`config.mk`:
```
export PLATFORM = sky130hd
export DESIGN_NAME = sysreg_hazard
export DESIGN_NICKNAME = d
export VERILOG_FILES = /design/src/design/hazard_pkg.sv /design/src/design/sysreg_hazard.sv
export SDC_FILE = /design/constraint.sdc
export NUM_CORES = 2
export LEC_CHECK = 0
export BUFFER_PORTS_ARGS = -buffer_cell sky130_fd_sc_hd__buf_2
export CORE_MARGIN = 2
export CORE_UTILIZATION = 57
export CTS_BUF_LIST = sky130_fd_sc_hd__clkbuf_4 sky130_fd_sc_hd__clkbuf_8
export CTS_CLUSTER_DIAMETER = 120
export CTS_CLUSTER_SIZE = 40
export DETAILED_ROUTE_END_ITERATION = 8
export PLACE_DENSITY = 0.78
export REMOVE_ABC_BUFFERS = 1
export SLEW_MARGIN = 20
export SYNTH_ARGS = -nofsm -noshare
export SYNTH_HDL_FRONTEND = slang
export SYNTH_SLANG_ARGS = --single-unit
```
`constraint.sdc`:
```
create_clock -name pclk -period 2.1 [get_ports pclk]
set_input_delay 0.42 -clock pclk [delete_from_list [all_inputs] [get_ports pclk]]
set_output_delay 0.42 -clock pclk [all_outputs]
set_load 0.1 [all_outputs]
```
`src/design/hazard_pkg.sv`:
```
// Constants and types for the system-register update hazard control block.
// Assumes a single core clock domain and an APB slave for software access.
// Behaviour
// RULE_01: Writes to groups 0,1,2,5,10,12,13 are seen by the very next instruction.
// RULE_02: Fetch sees new settings only after a synchronisation instruction.
// RULE_03: Mask and unmask instructions act exactly like a status word write.
// RULE_04: Pending interrupts after an acceptance-control write use the new settings.
// RULE_05: Bank registers act next instruction; bank restore after mode change needs sync.
// RULE_06: Region write right after an index write targets the newly indexed entry.
// RULE_07: Software syncs between index write and region read; reads use synced index.
// RULE_08: Fetch settings and other registers take effect after a sync instruction.
// RULE_09: Exception vectors use the vector base only while base select is 1.
// RULE_10: Software masks, clears select, writes base, sets select, then unmasks.
// RULE_11: In guest mode base select reads 1 and cannot be changed.
// RULE_12: Software changes user mode via the return instructions during that update.
// RULE_13: An unsynced write outside the set lands at an unspecified later point.
package hazard_pkg;
   // Instruction kinds seen on the issue port
   typedef enum logic [3:0] {
      OP_NOP        = 4'h0,
      OP_SR_WRITE   = 4'h1,
      OP_SR_READ    = 4'h2,
      OP_MASK       = 4'h3,
      OP_UNMASK     = 4'h4,
      OP_FETCH_SYNC = 4'h5,
      OP_PIPE_SYNC  = 4'h6,
      OP_BANK_REST  = 4'h7
   } op_e;

   // Register identities as group and number
   localparam logic [4:0] GRP_PSW     = 5'h00;
   localparam logic [4:0] NUM_PSW     = 5'h05;
   localparam logic [4:0] GRP_EXCEPTION_VECTOR_BASE   = 5'h01;
   localparam logic [4:0] NUM_EXCEPTION_VECTOR_BASE   = 5'h03;
   localparam logic [4:0] GRP_INT     = 5'h02;
   localparam logic [4:0] NUM_LEVEL   = 5'h0e;
   localparam logic [4:0] NUM_BANK0   = 5'h0f;
   localparam logic [4:0] GRP_MPU     = 5'h05;
   localparam logic [4:0] NUM_IDX     = 5'h10;
   localparam logic [4:0] NUM_LOWER   = 5'h14;
   localparam logic [4:0] NUM_UPPER   = 5'h15;
   localparam logic [4:0] NUM_ATTR    = 5'h16;
   localparam logic [4:0] GRP_OTHER   = 5'h03;
   localparam logic [4:0] NUM_OTHER   = 5'h00;

   // Status word fields
   localparam int PSW_ID  = 5;
   localparam int PSW_EBV = 15;
   localparam int PSW_UM  = 30;
   localparam logic [31:0] PSW_RESET   = 32'h0000_0020;
   localparam logic [31:0] EXCEPTION_VECTOR_BASE_RESET = 32'h0000_0000;
   localparam logic [3:0]  LEVEL_RESET = 4'hf;

   // APB map
   localparam logic [7:0] A_CTRL   = 8'h00;
   localparam logic [7:0] A_PSW    = 8'h04;
   localparam logic [7:0] A_VECTOR = 8'h08;
   localparam logic [7:0] A_INDEX  = 8'h0c;
   localparam logic [7:0] A_HAZARD = 8'h10;

   // Late landing of unsynced writes outside the set, in cycles
   localparam logic [3:0] LATE_CYCLES = 4'h4;
endpackage

```
`src/design/sysreg_hazard.sv`:
```
// Hazard control for system-register updates in the core's execute stage.
// Assumes one instruction per cycle on the issue port, in program order.
//
// Our own choices: the APB register port and the register addresses.
`timescale 1ns/100ps
module sysreg_hazard
#(
   parameter int          ENTRIES     = 8,
   parameter logic [31:0] RESET_VECTOR = 32'h0000_0000
)
(
   input  wire logic              pclk,
   input  wire logic              presetn,
   input  wire logic              psel,
   input  wire logic              penable,
   input  wire logic              pwrite,
   input  wire logic [7:0]        paddr,
   input  wire logic [31:0]       pwdata,
   output logic      [31:0]       prdata,
   output logic                   pready,
   output logic                   pslverr,
   input  wire logic              instr_valid,
   input  wire hazard_pkg::op_e   instr_op,
   input  wire logic [4:0]        register_group_select,
   input  wire logic [4:0]        instr_regnum,
   input  wire logic [31:0]       instr_wdata,
   output logic      [31:0]       instr_rdata,
   input  wire logic              irq_req,
   input  wire logic [3:0]        irq_level,
   output logic                   irq_accept,
   output logic      [31:0]       exec_psw,
   output logic      [31:0]       fetch_psw,
   output logic      [31:0]       fetch_exception_vector_base,
   output logic      [31:0]       vector_base,
   output logic                   bank_restore_mode
);
   import hazard_pkg::*;

   localparam int IW = (ENTRIES > 1) ? $clog2(ENTRIES) : 1;

   // Guaranteed groups see updates on the next instruction
   function automatic logic in_set(input logic [4:0] g);
      in_set = (g == 5'd0) || (g == 5'd1) || (g == 5'd2) || (g == 5'd5)
            || (g == 5'd10) || (g == 5'd12) || (g == 5'd13); // RULE_01
   endfunction

   function automatic logic is_reg(input logic [4:0] g, input logic [4:0] n,
                                   input logic [4:0] rg, input logic [4:0] rn);
      is_reg = (g == rg) && (n == rn);
   endfunction

   logic [31:0]   psw_q;
   logic [31:0]   exception_vector_base_q;
   logic [3:0]    level_q;
   logic          bank_md_q;
   logic          bank_md_sync_q;
   logic [IW-1:0] idx_q;
   logic [IW-1:0] idx_read_q;
   logic [31:0]   lower_q [ENTRIES];
   logic [31:0]   upper_q [ENTRIES];
   logic [31:0]   attr_q  [ENTRIES];
   logic [31:0]   other_q;
   logic [31:0]   other_pend_q;
   logic          other_busy_q;
   logic [3:0]    late_cnt_q;
   logic          guest_q;
   logic          stale_q;
   logic          unsync_q;
   logic [31:0]   psw_fetch_q;
   logic [31:0]   exception_vector_base_fetch_q;
   logic [31:0]   prdata_q;

   logic wr;
   logic rd;
   logic sync;
   logic ebv_now;
   logic apb_setup;
   logic apb_wr;
   logic mapped;
   logic [31:0] psw_wr;

   assign wr   = instr_valid && (instr_op == OP_SR_WRITE);
   assign rd   = instr_valid && (instr_op == OP_SR_READ);
   assign sync = instr_valid && (instr_op == OP_FETCH_SYNC || instr_op == OP_PIPE_SYNC);

   // Guest mode pins base select, so readers always see it set
   assign ebv_now = guest_q | psw_q[PSW_EBV]; // RULE_11

   // Status word as written, with base select protected in guest mode
   always_comb
   begin
      psw_wr = instr_wdata;
      if (guest_q)
      begin
         psw_wr[PSW_EBV] = 1'b1; // RULE_11
      end
   end

   // Status word: written directly or by mask and unmask instructions
   always_ff @(posedge pclk or negedge presetn)
   begin
      if (!presetn)
      begin
         psw_q <= PSW_RESET;
      end
      else if (wr && is_reg(register_group_select, instr_regnum, GRP_PSW, NUM_PSW))
      begin
         psw_q <= psw_wr; // RULE_01
      end
      else if (instr_valid && instr_op == OP_MASK)
      begin
         psw_q[PSW_ID] <= 1'b1; // RULE_03
      end
      else if (instr_valid && instr_op == OP_UNMASK)
      begin
         psw_q[PSW_ID] <= 1'b0; // RULE_03
      end
   end

   // Vector base and interrupt acceptance level
   always_ff @(posedge pclk or negedge presetn)
   begin
      if (!presetn)
      begin
         exception_vector_base_q <= EXCEPTION_VECTOR_BASE_RESET;
         level_q <= LEVEL_RESET;
      end
      else if (wr)
      begin
         if (is_reg(register_group_select, instr_regnum, GRP_EXCEPTION_VECTOR_BASE, NUM_EXCEPTION_VECTOR_BASE))
         begin
            exception_vector_base_q <= instr_wdata; // RULE_01
         end
         if (is_reg(register_group_select, instr_regnum, GRP_INT, NUM_LEVEL))
         begin
            level_q <= instr_wdata[3:0]; // RULE_04
         end
      end
   end

   // Bank mode: live for interrupts, restore waits for a sync
   always_ff @(posedge pclk or negedge presetn)
   begin
      if (!presetn)
      begin
         bank_md_q      <= 1'b0;
         bank_md_sync_q <= 1'b0;
      end
      else
      begin
         if (wr && is_reg(register_group_select, instr_regnum, GRP_INT, NUM_BANK0))
         begin
            bank_md_q <= instr_wdata[0]; // RULE_05
         end
         if (sync)
         begin
            bank_md_sync_q <= bank_md_q; // RULE_05
         end
      end
   end

   // Restore uses the synced mode; an unsynced change is not relied upon
   always_ff @(posedge pclk or negedge presetn)
   begin
      if (!presetn)
      begin
         bank_restore_mode <= 1'b0;
      end
      else if (instr_valid && instr_op == OP_BANK_REST)
      begin
         bank_restore_mode <= bank_md_sync_q; // RULE_05
      end
   end

   // Entry index: writes see it at once, reads only after a sync
   always_ff @(posedge pclk or negedge presetn)
   begin
      if (!presetn)
      begin
         idx_q      <= '0;
         idx_read_q <= '0;
      end
      else
      begin
         if (wr && is_reg(register_group_select, instr_regnum, GRP_MPU, NUM_IDX))
         begin
            idx_q <= instr_wdata[IW-1:0]; // RULE_06
         end
         if (sync)
         begin
            idx_read_q <= idx_q; // RULE_07
         end
      end
   end

   // Region entries, addressed by the live index
   always_ff @(posedge pclk or negedge presetn)
   begin
      if (!presetn)
      begin
         for (int i = 0; i < ENTRIES; i++)
         begin
            lower_q[i] <= '0;
            upper_q[i] <= '0;
            attr_q[i]  <= '0;
         end
      end
      else if (wr && register_group_select == GRP_MPU)
      begin
         case (instr_regnum)
            NUM_LOWER: lower_q[idx_q] <= instr_wdata; // RULE_06
            NUM_UPPER: upper_q[idx_q] <= instr_wdata; // RULE_06
            NUM_ATTR:  attr_q[idx_q]  <= instr_wdata; // RULE_06
            default:   ;
         endcase
      end
   end

   // Register outside the set lands on a sync or some cycles later
   always_ff @(posedge pclk or negedge presetn)
   begin
      if (!presetn)
      begin
         other_q      <= '0;
         other_pend_q <= '0;
         other_busy_q <= 1'b0;
         late_cnt_q   <= '0;
      end
      else if (wr && !in_set(register_group_select)
               && is_reg(register_group_select, instr_regnum, GRP_OTHER, NUM_OTHER))
      begin
         other_pend_q <= instr_wdata; // RULE_13
         other_busy_q <= 1'b1;
         late_cnt_q   <= LATE_CYCLES;
      end
      else if (other_busy_q && (sync || late_cnt_q == 4'h1))
      begin
         other_q      <= other_pend_q; // RULE_08
         other_busy_q <= 1'b0;
         late_cnt_q   <= '0;
      end
      else if (other_busy_q)
      begin
         late_cnt_q <= late_cnt_q - 4'h1; // RULE_13
      end
   end

   // Fetch-side copies move only on a synchronisation instruction
   always_ff @(posedge pclk or negedge presetn)
   begin
      if (!presetn)
      begin
         psw_fetch_q   <= PSW_RESET;
         exception_vector_base_fetch_q <= EXCEPTION_VECTOR_BASE_RESET;
      end
      else if (sync)
      begin
         psw_fetch_q   <= psw_q;   // RULE_02
         exception_vector_base_fetch_q <= exception_vector_base_q; // RULE_08
      end
   end

   // Hazard flags: region read with unsynced index, restore with unsynced mode
   always_ff @(posedge pclk or negedge presetn)
   begin
      if (!presetn)
      begin
         stale_q  <= 1'b0;
         unsync_q <= 1'b0;
      end
      else
      begin
         if (rd && register_group_select == GRP_MPU && instr_regnum != NUM_IDX
             && idx_read_q != idx_q)
         begin
            stale_q <= 1'b1; // RULE_07
         end
         else if (apb_wr && paddr == A_HAZARD && pwdata[0])
         begin
            stale_q <= 1'b0;
         end
         if (instr_valid && instr_op == OP_BANK_REST && bank_md_sync_q != bank_md_q)
         begin
            unsync_q <= 1'b1; // RULE_05
         end
         else if (apb_wr && paddr == A_HAZARD && pwdata[1])
         begin
            unsync_q <= 1'b0;
         end
      end
   end

   // Read instruction result; region reads use the synced index
   always_ff @(posedge pclk or negedge presetn)
   begin
      if (!presetn)
      begin
         instr_rdata <= '0;
      end
      else if (rd)
      begin
         if (is_reg(register_group_select, instr_regnum, GRP_PSW, NUM_PSW))
            instr_rdata <= {psw_q[31:PSW_EBV+1], ebv_now, psw_q[PSW_EBV-1:0]};
         else if (is_reg(register_group_select, instr_regnum, GRP_EXCEPTION_VECTOR_BASE, NUM_EXCEPTION_VECTOR_BASE))
            instr_rdata <= exception_vector_base_q;
         else if (is_reg(register_group_select, instr_regnum, GRP_INT, NUM_LEVEL))
            instr_rdata <= {28'h000_0000, level_q};
         else if (is_reg(register_group_select, instr_regnum, GRP_INT, NUM_BANK0))
            instr_rdata <= {31'h0000_0000, bank_md_q};
         else if (is_reg(register_group_select, instr_regnum, GRP_MPU, NUM_IDX))
            instr_rdata <= 32'(idx_q);
         else if (is_reg(register_group_select, instr_regnum, GRP_MPU, NUM_LOWER))
            instr_rdata <= lower_q[idx_read_q]; // RULE_07
         else if (is_reg(register_group_select, instr_regnum, GRP_MPU, NUM_UPPER))
            instr_rdata <= upper_q[idx_read_q]; // RULE_07
         else if (is_reg(register_group_select, instr_regnum, GRP_MPU, NUM_ATTR))
            instr_rdata <= attr_q[idx_read_q]; // RULE_07
         else if (is_reg(register_group_select, instr_regnum, GRP_OTHER, NUM_OTHER))
            instr_rdata <= other_q;
         else
            instr_rdata <= '0;
      end
   end

   // Acceptance uses this cycle's registers, which already hold last write
   assign irq_accept = irq_req && instr_valid && !psw_q[PSW_ID]
                       && (irq_level < level_q); // RULE_04

   // Vector base follows base select; handler address is reset base otherwise
   always_ff @(posedge pclk or negedge presetn)
   begin
      if (!presetn)
      begin
         vector_base <= RESET_VECTOR;
      end
      else
      begin
         vector_base <= ebv_now ? exception_vector_base_q : RESET_VECTOR; // RULE_09
      end
   end

   assign exec_psw    = {psw_q[31:PSW_EBV+1], ebv_now, psw_q[PSW_EBV-1:0]};
   assign fetch_psw   = psw_fetch_q;
   assign fetch_exception_vector_base = exception_vector_base_fetch_q;

   // APB slave: read data captured in setup, answer in first access cycle
   assign apb_setup = psel && !penable;
   assign apb_wr    = psel && penable && pwrite;
   assign mapped    = (paddr == A_CTRL) || (paddr == A_PSW) || (paddr == A_VECTOR)
                      || (paddr == A_INDEX) || (paddr == A_HAZARD);
   assign pready    = psel && penable;
   assign pslverr   = psel && penable && !mapped;
   assign prdata    = prdata_q;

   // Guest mode is steered by software through the control word
   always_ff @(posedge pclk or negedge presetn)
   begin
      if (!presetn)
      begin
         guest_q <= 1'b0;
      end
      else if (apb_wr && paddr == A_CTRL)
      begin
         guest_q <= pwdata[0];
      end
   end

   always_ff @(posedge pclk or negedge presetn)
   begin
      if (!presetn)
      begin
         prdata_q <= '0;
      end
      else if (apb_setup)
      begin
         case (paddr)
            A_CTRL:   prdata_q <= {31'h0000_0000, guest_q};
            A_PSW:    prdata_q <= exec_psw;
            A_VECTOR: prdata_q <= vector_base;
            A_INDEX:  prdata_q <= 32'(idx_q);
            A_HAZARD: prdata_q <= {29'h0000_0000, other_busy_q, unsync_q, stale_q};
            default:  prdata_q <= '0;
         endcase
      end
   end
endmodule

```
## Word level (Yosys, flattened, before mapping)

Cells that the tools add are included.
W data, S select, Z words.

- Register bits: 1077
- Bits of input ports: 97
- Output and inout port bits: 196
- Logic and storage cells: 190

- Add/subtract/negate cells: 1
- Magnitude comparators: 4
- Eq/ne operators: 30
- Multiplexer cells: 38
- Bitwise operators: 4
- Reduce and logical (&&, ||, !) cells: 68

Operators with widths:

| operator | number |
|---|---|
| $bwmux W256 | 3 |
| $mux W32 | 17 |
| $bmux W32 S3 | 3 |
| $pmux W32 S5 | 1 |
| $demux W32 S3 | 1 |
| $logic_and A1 B1 Y1 | 38 |
| $eq A5 B4 Y1 const B | 5 |
| $eq A5 B5 Y1 const B | 4 |
| $eq A4 B3 Y1 const B | 4 |
| $eq A8 B4 Y1 const B | 2 |
| $eq A5 B2 Y1 const B | 3 |
| $logic_or A1 B1 Y1 | 12 |
| $mux W4 | 3 |
| $reduce_and A2 Y1 | 6 |
| $eq A5 B3 Y1 const B | 2 |
| $logic_not A5 Y1 | 2 |
| $mux W1 | 10 |
| $eq A4 B1 Y1 const B | 2 |
| $eq A4 B2 Y1 const B | 2 |
| $eq A8 B3 Y1 const B | 1 |
| $eq A8 B5 Y1 const B | 1 |
| $ge A4 B4 Y1 const B | 2 |
| $logic_not A8 Y1 | 1 |
| $not A3 Y4 | 2 |
| 12 further kinds | 18 |

## Logic depth before layout (Yosys ltp)

- Depth after elaboration: 12
- Depth in mapped cells: 10
- Depth with buffers taken out: 6

## Worst setup path before layout

No wires, ideal clock.

- Path type: flip-flop to output port
- Start point: reg level_q[1]
- End point: out irq_accept
- Arrival time: 5.831 ns
- Data required time: 1.680 ns
- Path slack: -4.151 ns
- Cell stages (with the launch flop): 6
- Buffers on the path: 0
- Path through: dfstp_2 inv_1 ha_1 a21o_1 a21o_1 a2111oi_0

- Longest elaborated chain between the ends: 2

Ends and longest elaborated chain:

| element | line | text |
|---|---|---|
| from (decl) | sysreg_hazard.sv:54 | `logic [3:0] level_q;` |
| from (signal assigned) | sysreg_hazard.sv:136 | `level_q <= instr_wdata[3:0];` |
| $lt A4 B4 Y1 | sysreg_hazard.sv:327 | `&& (irq_level < level_q);` |
| $logic_and A1 B1 Y1 | sysreg_hazard.sv:327 |  |
| to (decl) | sysreg_hazard.sv:30 | `output logic irq_accept,` |

No other way between the ends.

## Final worst setup path

Ends and elaborated chain as after synthesis.

==> impl_metrics.json <==
{
  "clk_transition_reported_paths_ps": 230,
  "worst_ir_drop_vdd_uv": 562.8,
  "cp.required_ps": 1680,
  "timing.final.crit_period_ps": 3144,
  "clock_tree.buffer_depth": 3,
  "setup_viol": 29,
  "whs_ps": 23.19,
  "layout.cell_area.non_filler_sq_um": 56600,
  "switching_power_w": 0.008344,
  "finClkSkew_ps": 48.85,
  "setup_repair_after_global_routing_missed_its_margin": "true",
  "clockRootBuffer": "sky130_fd_sc_hd__clkbuf_8",
  "core_region_area_sq_um": 83690,
  "dp_cells": 4731,
  "fraction_of_final_layout_cells_with_drive_strength_greater_than_1": 0.5308,
  "ys_warn_count": 0,
  "layout-area-overhead-vs-synth_pct": 17.56,
  "synth.ff_latch_count": 1077,
  "post_synth.cell_area_avg_sq_um": 14.61,
  "cp-end-kind": "output port",
  "launching_element_type_of_the_critical_path": "register",
  "report.final.hold_viol_count": 0,
  "timing_worst_slew_pin_value_ps": 616.0,
  "criticalPathCategory": "reg -> out",
  "leakagePower_nw": 27.35,
  "cts-htree-levels": 1,
  "cts_inserted_buffers": 31,
  "layout_setup_ws_ps": -1044,
  "via_per_inst": 6.400,
  "place.port_buffers": 262,
  "floorplan.die.height_um": 294.6,
  "endpoint_arrival_time_on_the_critical_path_ps": 2720,
  "floorplan.die.width_um": 294.6,
  "detail_route.wl_per_cell_um": 28.63,
  "clock_latency_at_the_later_pin_of_the_worst_skew_pair_ps": 830,
  "setup_total_negative_slack_ps": -3872,
  "ioPinCount": 293,
  "slew-limit-headroom": 0.5894,
  "clockPowerShare": 0.251,
  "ys_dominant_reg_cell": "sky130_fd_sc_hd__dfrtp_1",
  "fraction_of_the_yosys_area_taken_by_sequential_cells": 0.5599,
  "area_of_the_mapped_netlist_sq_um": 48140,
  "detail_route.drc_violations": 0,
  "min_path_type": "in -> reg",
  "violations": "negative setup slack",
  "power.sequential.fraction": 0.663,
  "netlist-cell-type-count": 66,
  "globalRouteOverflowTotal": 0,
  "dpl.hpwl_um": 93520,
  "final-max-slew-violation-count": 0,
  "max_freq_ghz": 0.3181,
  "postRouteAntennaNets": 0,
  "placementRows": 106,
  "grt_usage": 0.3205,
  "async_flop_share": 1.000,
  "swShare": 0.2630,
  "pre_cts_ws_ps": -513.4,
  "comb_power_share": 0.087,
  "n_fill_cell": 5563,
  "number_of_sinks_driven_by_the_clock_tree": 1077,
  "timing.final.crit_share": 1.497,
  "finalWirelength_um": 139000,
  "design.final.nets": 3797,
  "antenna_violations_before_repair": 3,
  "gpl.final_weighted_congestion": 0.9499,
  "most-common-layout-cells": "sky130_fd_sc_hd__dfrtp_1 (1059), sky130_fd_sc_hd__mux2_2 (913), sky130_fd_sc_hd__buf_4 (290)",
  "grt_start_max_net_pins": 64,
  "power_density_nw_per_um2": 560.5,
  "die-area_sq_um": 86810,
  "run_status": "complete, but fails checks",
  "cts_tree": "done",
  "wire_length_of_the_first_global_routing_pass_um": 206700,
  "floorplan.initialDensity": 0.5753,
  "synth_edf_count": 0,
  "layout_commonest_cell": "sky130_fd_sc_hd__dfrtp_1",
  "post_layout_nonfiller_instances": 4856,
  "cell_int_power_w": 0.02338,
  "detailed_place.area_sq_um": 53810,
  "first_global_vias": 32028,
  "crit_path_max_fanout": 2,
  "syn-instance-count": 3295,
  "maxCapViolations": 0,
  "dr_total_vias": 31077,
  "detailedRoute.firstIterationViolations": 3141,
  "first_pass_iters": 5
}
-- repair_timing --
action,4_1_cts,5_1_grt
endpoints found under the hold margin,298,0
gates cloned,10,1
buffers inserted,25,27
pin swaps,37,36
gates resized for setup,237,172
setup endpoints to repair,117,140
hold buffers,12,0
-- flip-flops by register name, summed over array words and instances, names as in the netlist, 3 cells and up --
signal                       count
late_cnt_q                       4
other_q                         32
lower_q                        256
attr_q                         256
psw_q                           32
upper_q                        256
idx_read_q                       3
fetch_exception_vector_base     32
exception_vector_base_q         32
level_q                          4
prdata                          32
other_pend_q                    32
idx_q                            3
vector_base                     32
instr_rdata                     32
fetch_psw                       32
-- logic make-up after synthesis --
| logic type | count (synthesis) | share of synthesized area |
|---|---|---|
| AOI/OAI and AO/OA | 265 | 0.03657 |
| xor gates and xnor gates | 5 | 0.0009095 |
| adders and majority gates | 5 | 0.001299 |
| buffers and inverters | 322 | 0.03103 |
| DFF | 1077 | 0.5599 |
| muxes | 1232 | 0.3310 |
| and+or+nand+nor | 389 | 0.03930 |
-- cell usage after synthesis, types with 3 or more instances --
library cell / count / area [sq um]
sky130_fd_sc_hd__inv_1: 7 / 26.28
sky130_fd_sc_hd__nor2_1: 45 / 168.9
sky130_fd_sc_hd__and3b_1: 4 / 35.03
sky130_fd_sc_hd__nor2b_1: 3 / 18.77
sky130_fd_sc_hd__and3_1: 3 / 18.77
sky130_fd_sc_hd__a221o_1: 6 / 60.06
sky130_fd_sc_hd__nand2b_1: 6 / 37.54
sky130_fd_sc_hd__nor4b_1: 3 / 26.28
sky130_fd_sc_hd__xor2_1: 4 / 35.03
sky130_fd_sc_hd__o221ai_1: 5 / 43.79
sky130_fd_sc_hd__buf_1: 32 / 120.1
sky130_fd_sc_hd__buf_4: 42 / 315.3
sky130_fd_sc_hd__nor3_2: 3 / 30.03
sky130_fd_sc_hd__dfstp_2: 6 / 157.7
sky130_fd_sc_hd__or3_1: 21 / 131.4
sky130_fd_sc_hd__o211ai_1: 12 / 90.09
sky130_fd_sc_hd__buf_2: 84 / 420.4
sky130_fd_sc_hd__dfrtp_1: 1071 / 26800
sky130_fd_sc_hd__nor3b_1: 3 / 22.52
sky130_fd_sc_hd__mux2_2: 920 / 10360
sky130_fd_sc_hd__nor4_1: 3 / 18.77
sky130_fd_sc_hd__nor3_1: 19 / 95.09
sky130_fd_sc_hd__nand3_1: 14 / 70.07
sky130_fd_sc_hd__nand2_1: 199 / 747.0
sky130_fd_sc_hd__mux4_2: 192 / 4324
sky130_fd_sc_hd__nand2_2: 3 / 18.77
sky130_fd_sc_hd__a221oi_1: 28 / 245.2
sky130_fd_sc_hd__a32o_1: 12 / 120.1
sky130_fd_sc_hd__nand3b_1: 5 / 37.54
sky130_fd_sc_hd__mux2_1: 39 / 439.2
sky130_fd_sc_hd__a21o_1: 4 / 30.03
sky130_fd_sc_hd__clkbuf_1: 154 / 578.1
sky130_fd_sc_hd__a22oi_1: 33 / 247.7
sky130_fd_sc_hd__o21ai_0: 83 / 415.4
sky130_fd_sc_hd__a21oi_1: 49 / 245.2
sky130_fd_sc_hd__ha_1: 5 / 62.56
sky130_fd_sc_hd__buf_6: 3 / 33.78
sky130_fd_sc_hd__or3b_2: 3 / 26.28
sky130_fd_sc_hd__a211oi_1: 12 / 90.09
sky130_fd_sc_hd__o2111ai_1: 6 / 52.55
sky130_fd_sc_hd__and2_1: 38 / 237.7
sky130_fd_sc_hd__mux2i_1: 81 / 810.8
-- critical path, cell delays in order (launching register included) --
cell and delay (ps):
sky130_fd_sc_hd__dfstp_2 590, sky130_fd_sc_hd__inv_2 50, sky130_fd_sc_hd__ha_4 220, sky130_fd_sc_hd__a21o_1 180, sky130_fd_sc_hd__a21o_4 250, sky130_fd_sc_hd__a2111oi_4 290
sky130_fd_sc_hd__buf_4 170, sky130_fd_sc_hd__buf_12 160
-- cell type report --
| class | count | area, sq um | share of cell area |
|---|---|---|---|
| Antenna cell | 3 | 7.507 | 0.0001326 |
| Clock buffer | 54 | 599.3 | 0.01059 |
| Clock inverter | 3 | 57.56 | 0.001017 |
| Inverter | 7 | 26.28 | 0.0004642 |
| Multi-Input combinational cell | 1896 | 20310 | 0.3588 |
| Sequential cell | 1077 | 26980 | 0.4768 |
| Tap cell | 1134 | 1419 | 0.02507 |
| Timing Repair Buffer | 682 | 7197 | 0.1272 |
-- power groups by stage --
stage	logic [W]	registers [W]	clock network (W)
after global routing	0.00291	0.0210	0.00869
after global placement	0.00258	0.0214	0
final	0.00275	0.0210	0.00795
after floorplan	0.000267	0.0223	0
after detailed placement	0.00260	0.0214	0
after CTS	0.00271	0.0210	0.00801
-- final timing paths --
check	from	end	slack, ps	cells after the start
max	level_q[1]	irq_accept	-1040	7
min	instr_wdata[22]	other_pend_q[22]	20	3
max reg2reg	idx_read_q[1]	instr_rdata[6]	-200	8
min reg2reg	other_pend_q[25]	other_pend_q[25]	500	2
max in group asynchronous	presetn	attr_q[10]	1160	3
min in group asynchronous	presetn	attr_q[125]	80	2
-- through the flow --
step	total power (W)	util
floorplan	0.02259	-
detailed placement	0.02397	0.6430
CTS	0.03174	0.6687
global placement	0.02394	0.6430
global route	0.03264	0.6763
finish	0.03172	0.6763
-- metal layers --
metal  vias up  track usage  part of all wire
li1      12801            -                 -
met1     16599       0.4570              0.41
met2      1389       0.4865              0.46
met3       288      0.07722             0.094
met4         0       0.1106             0.040
met5         -            0                 0
No activity file was read; power rests on OpenSTA's default activity.
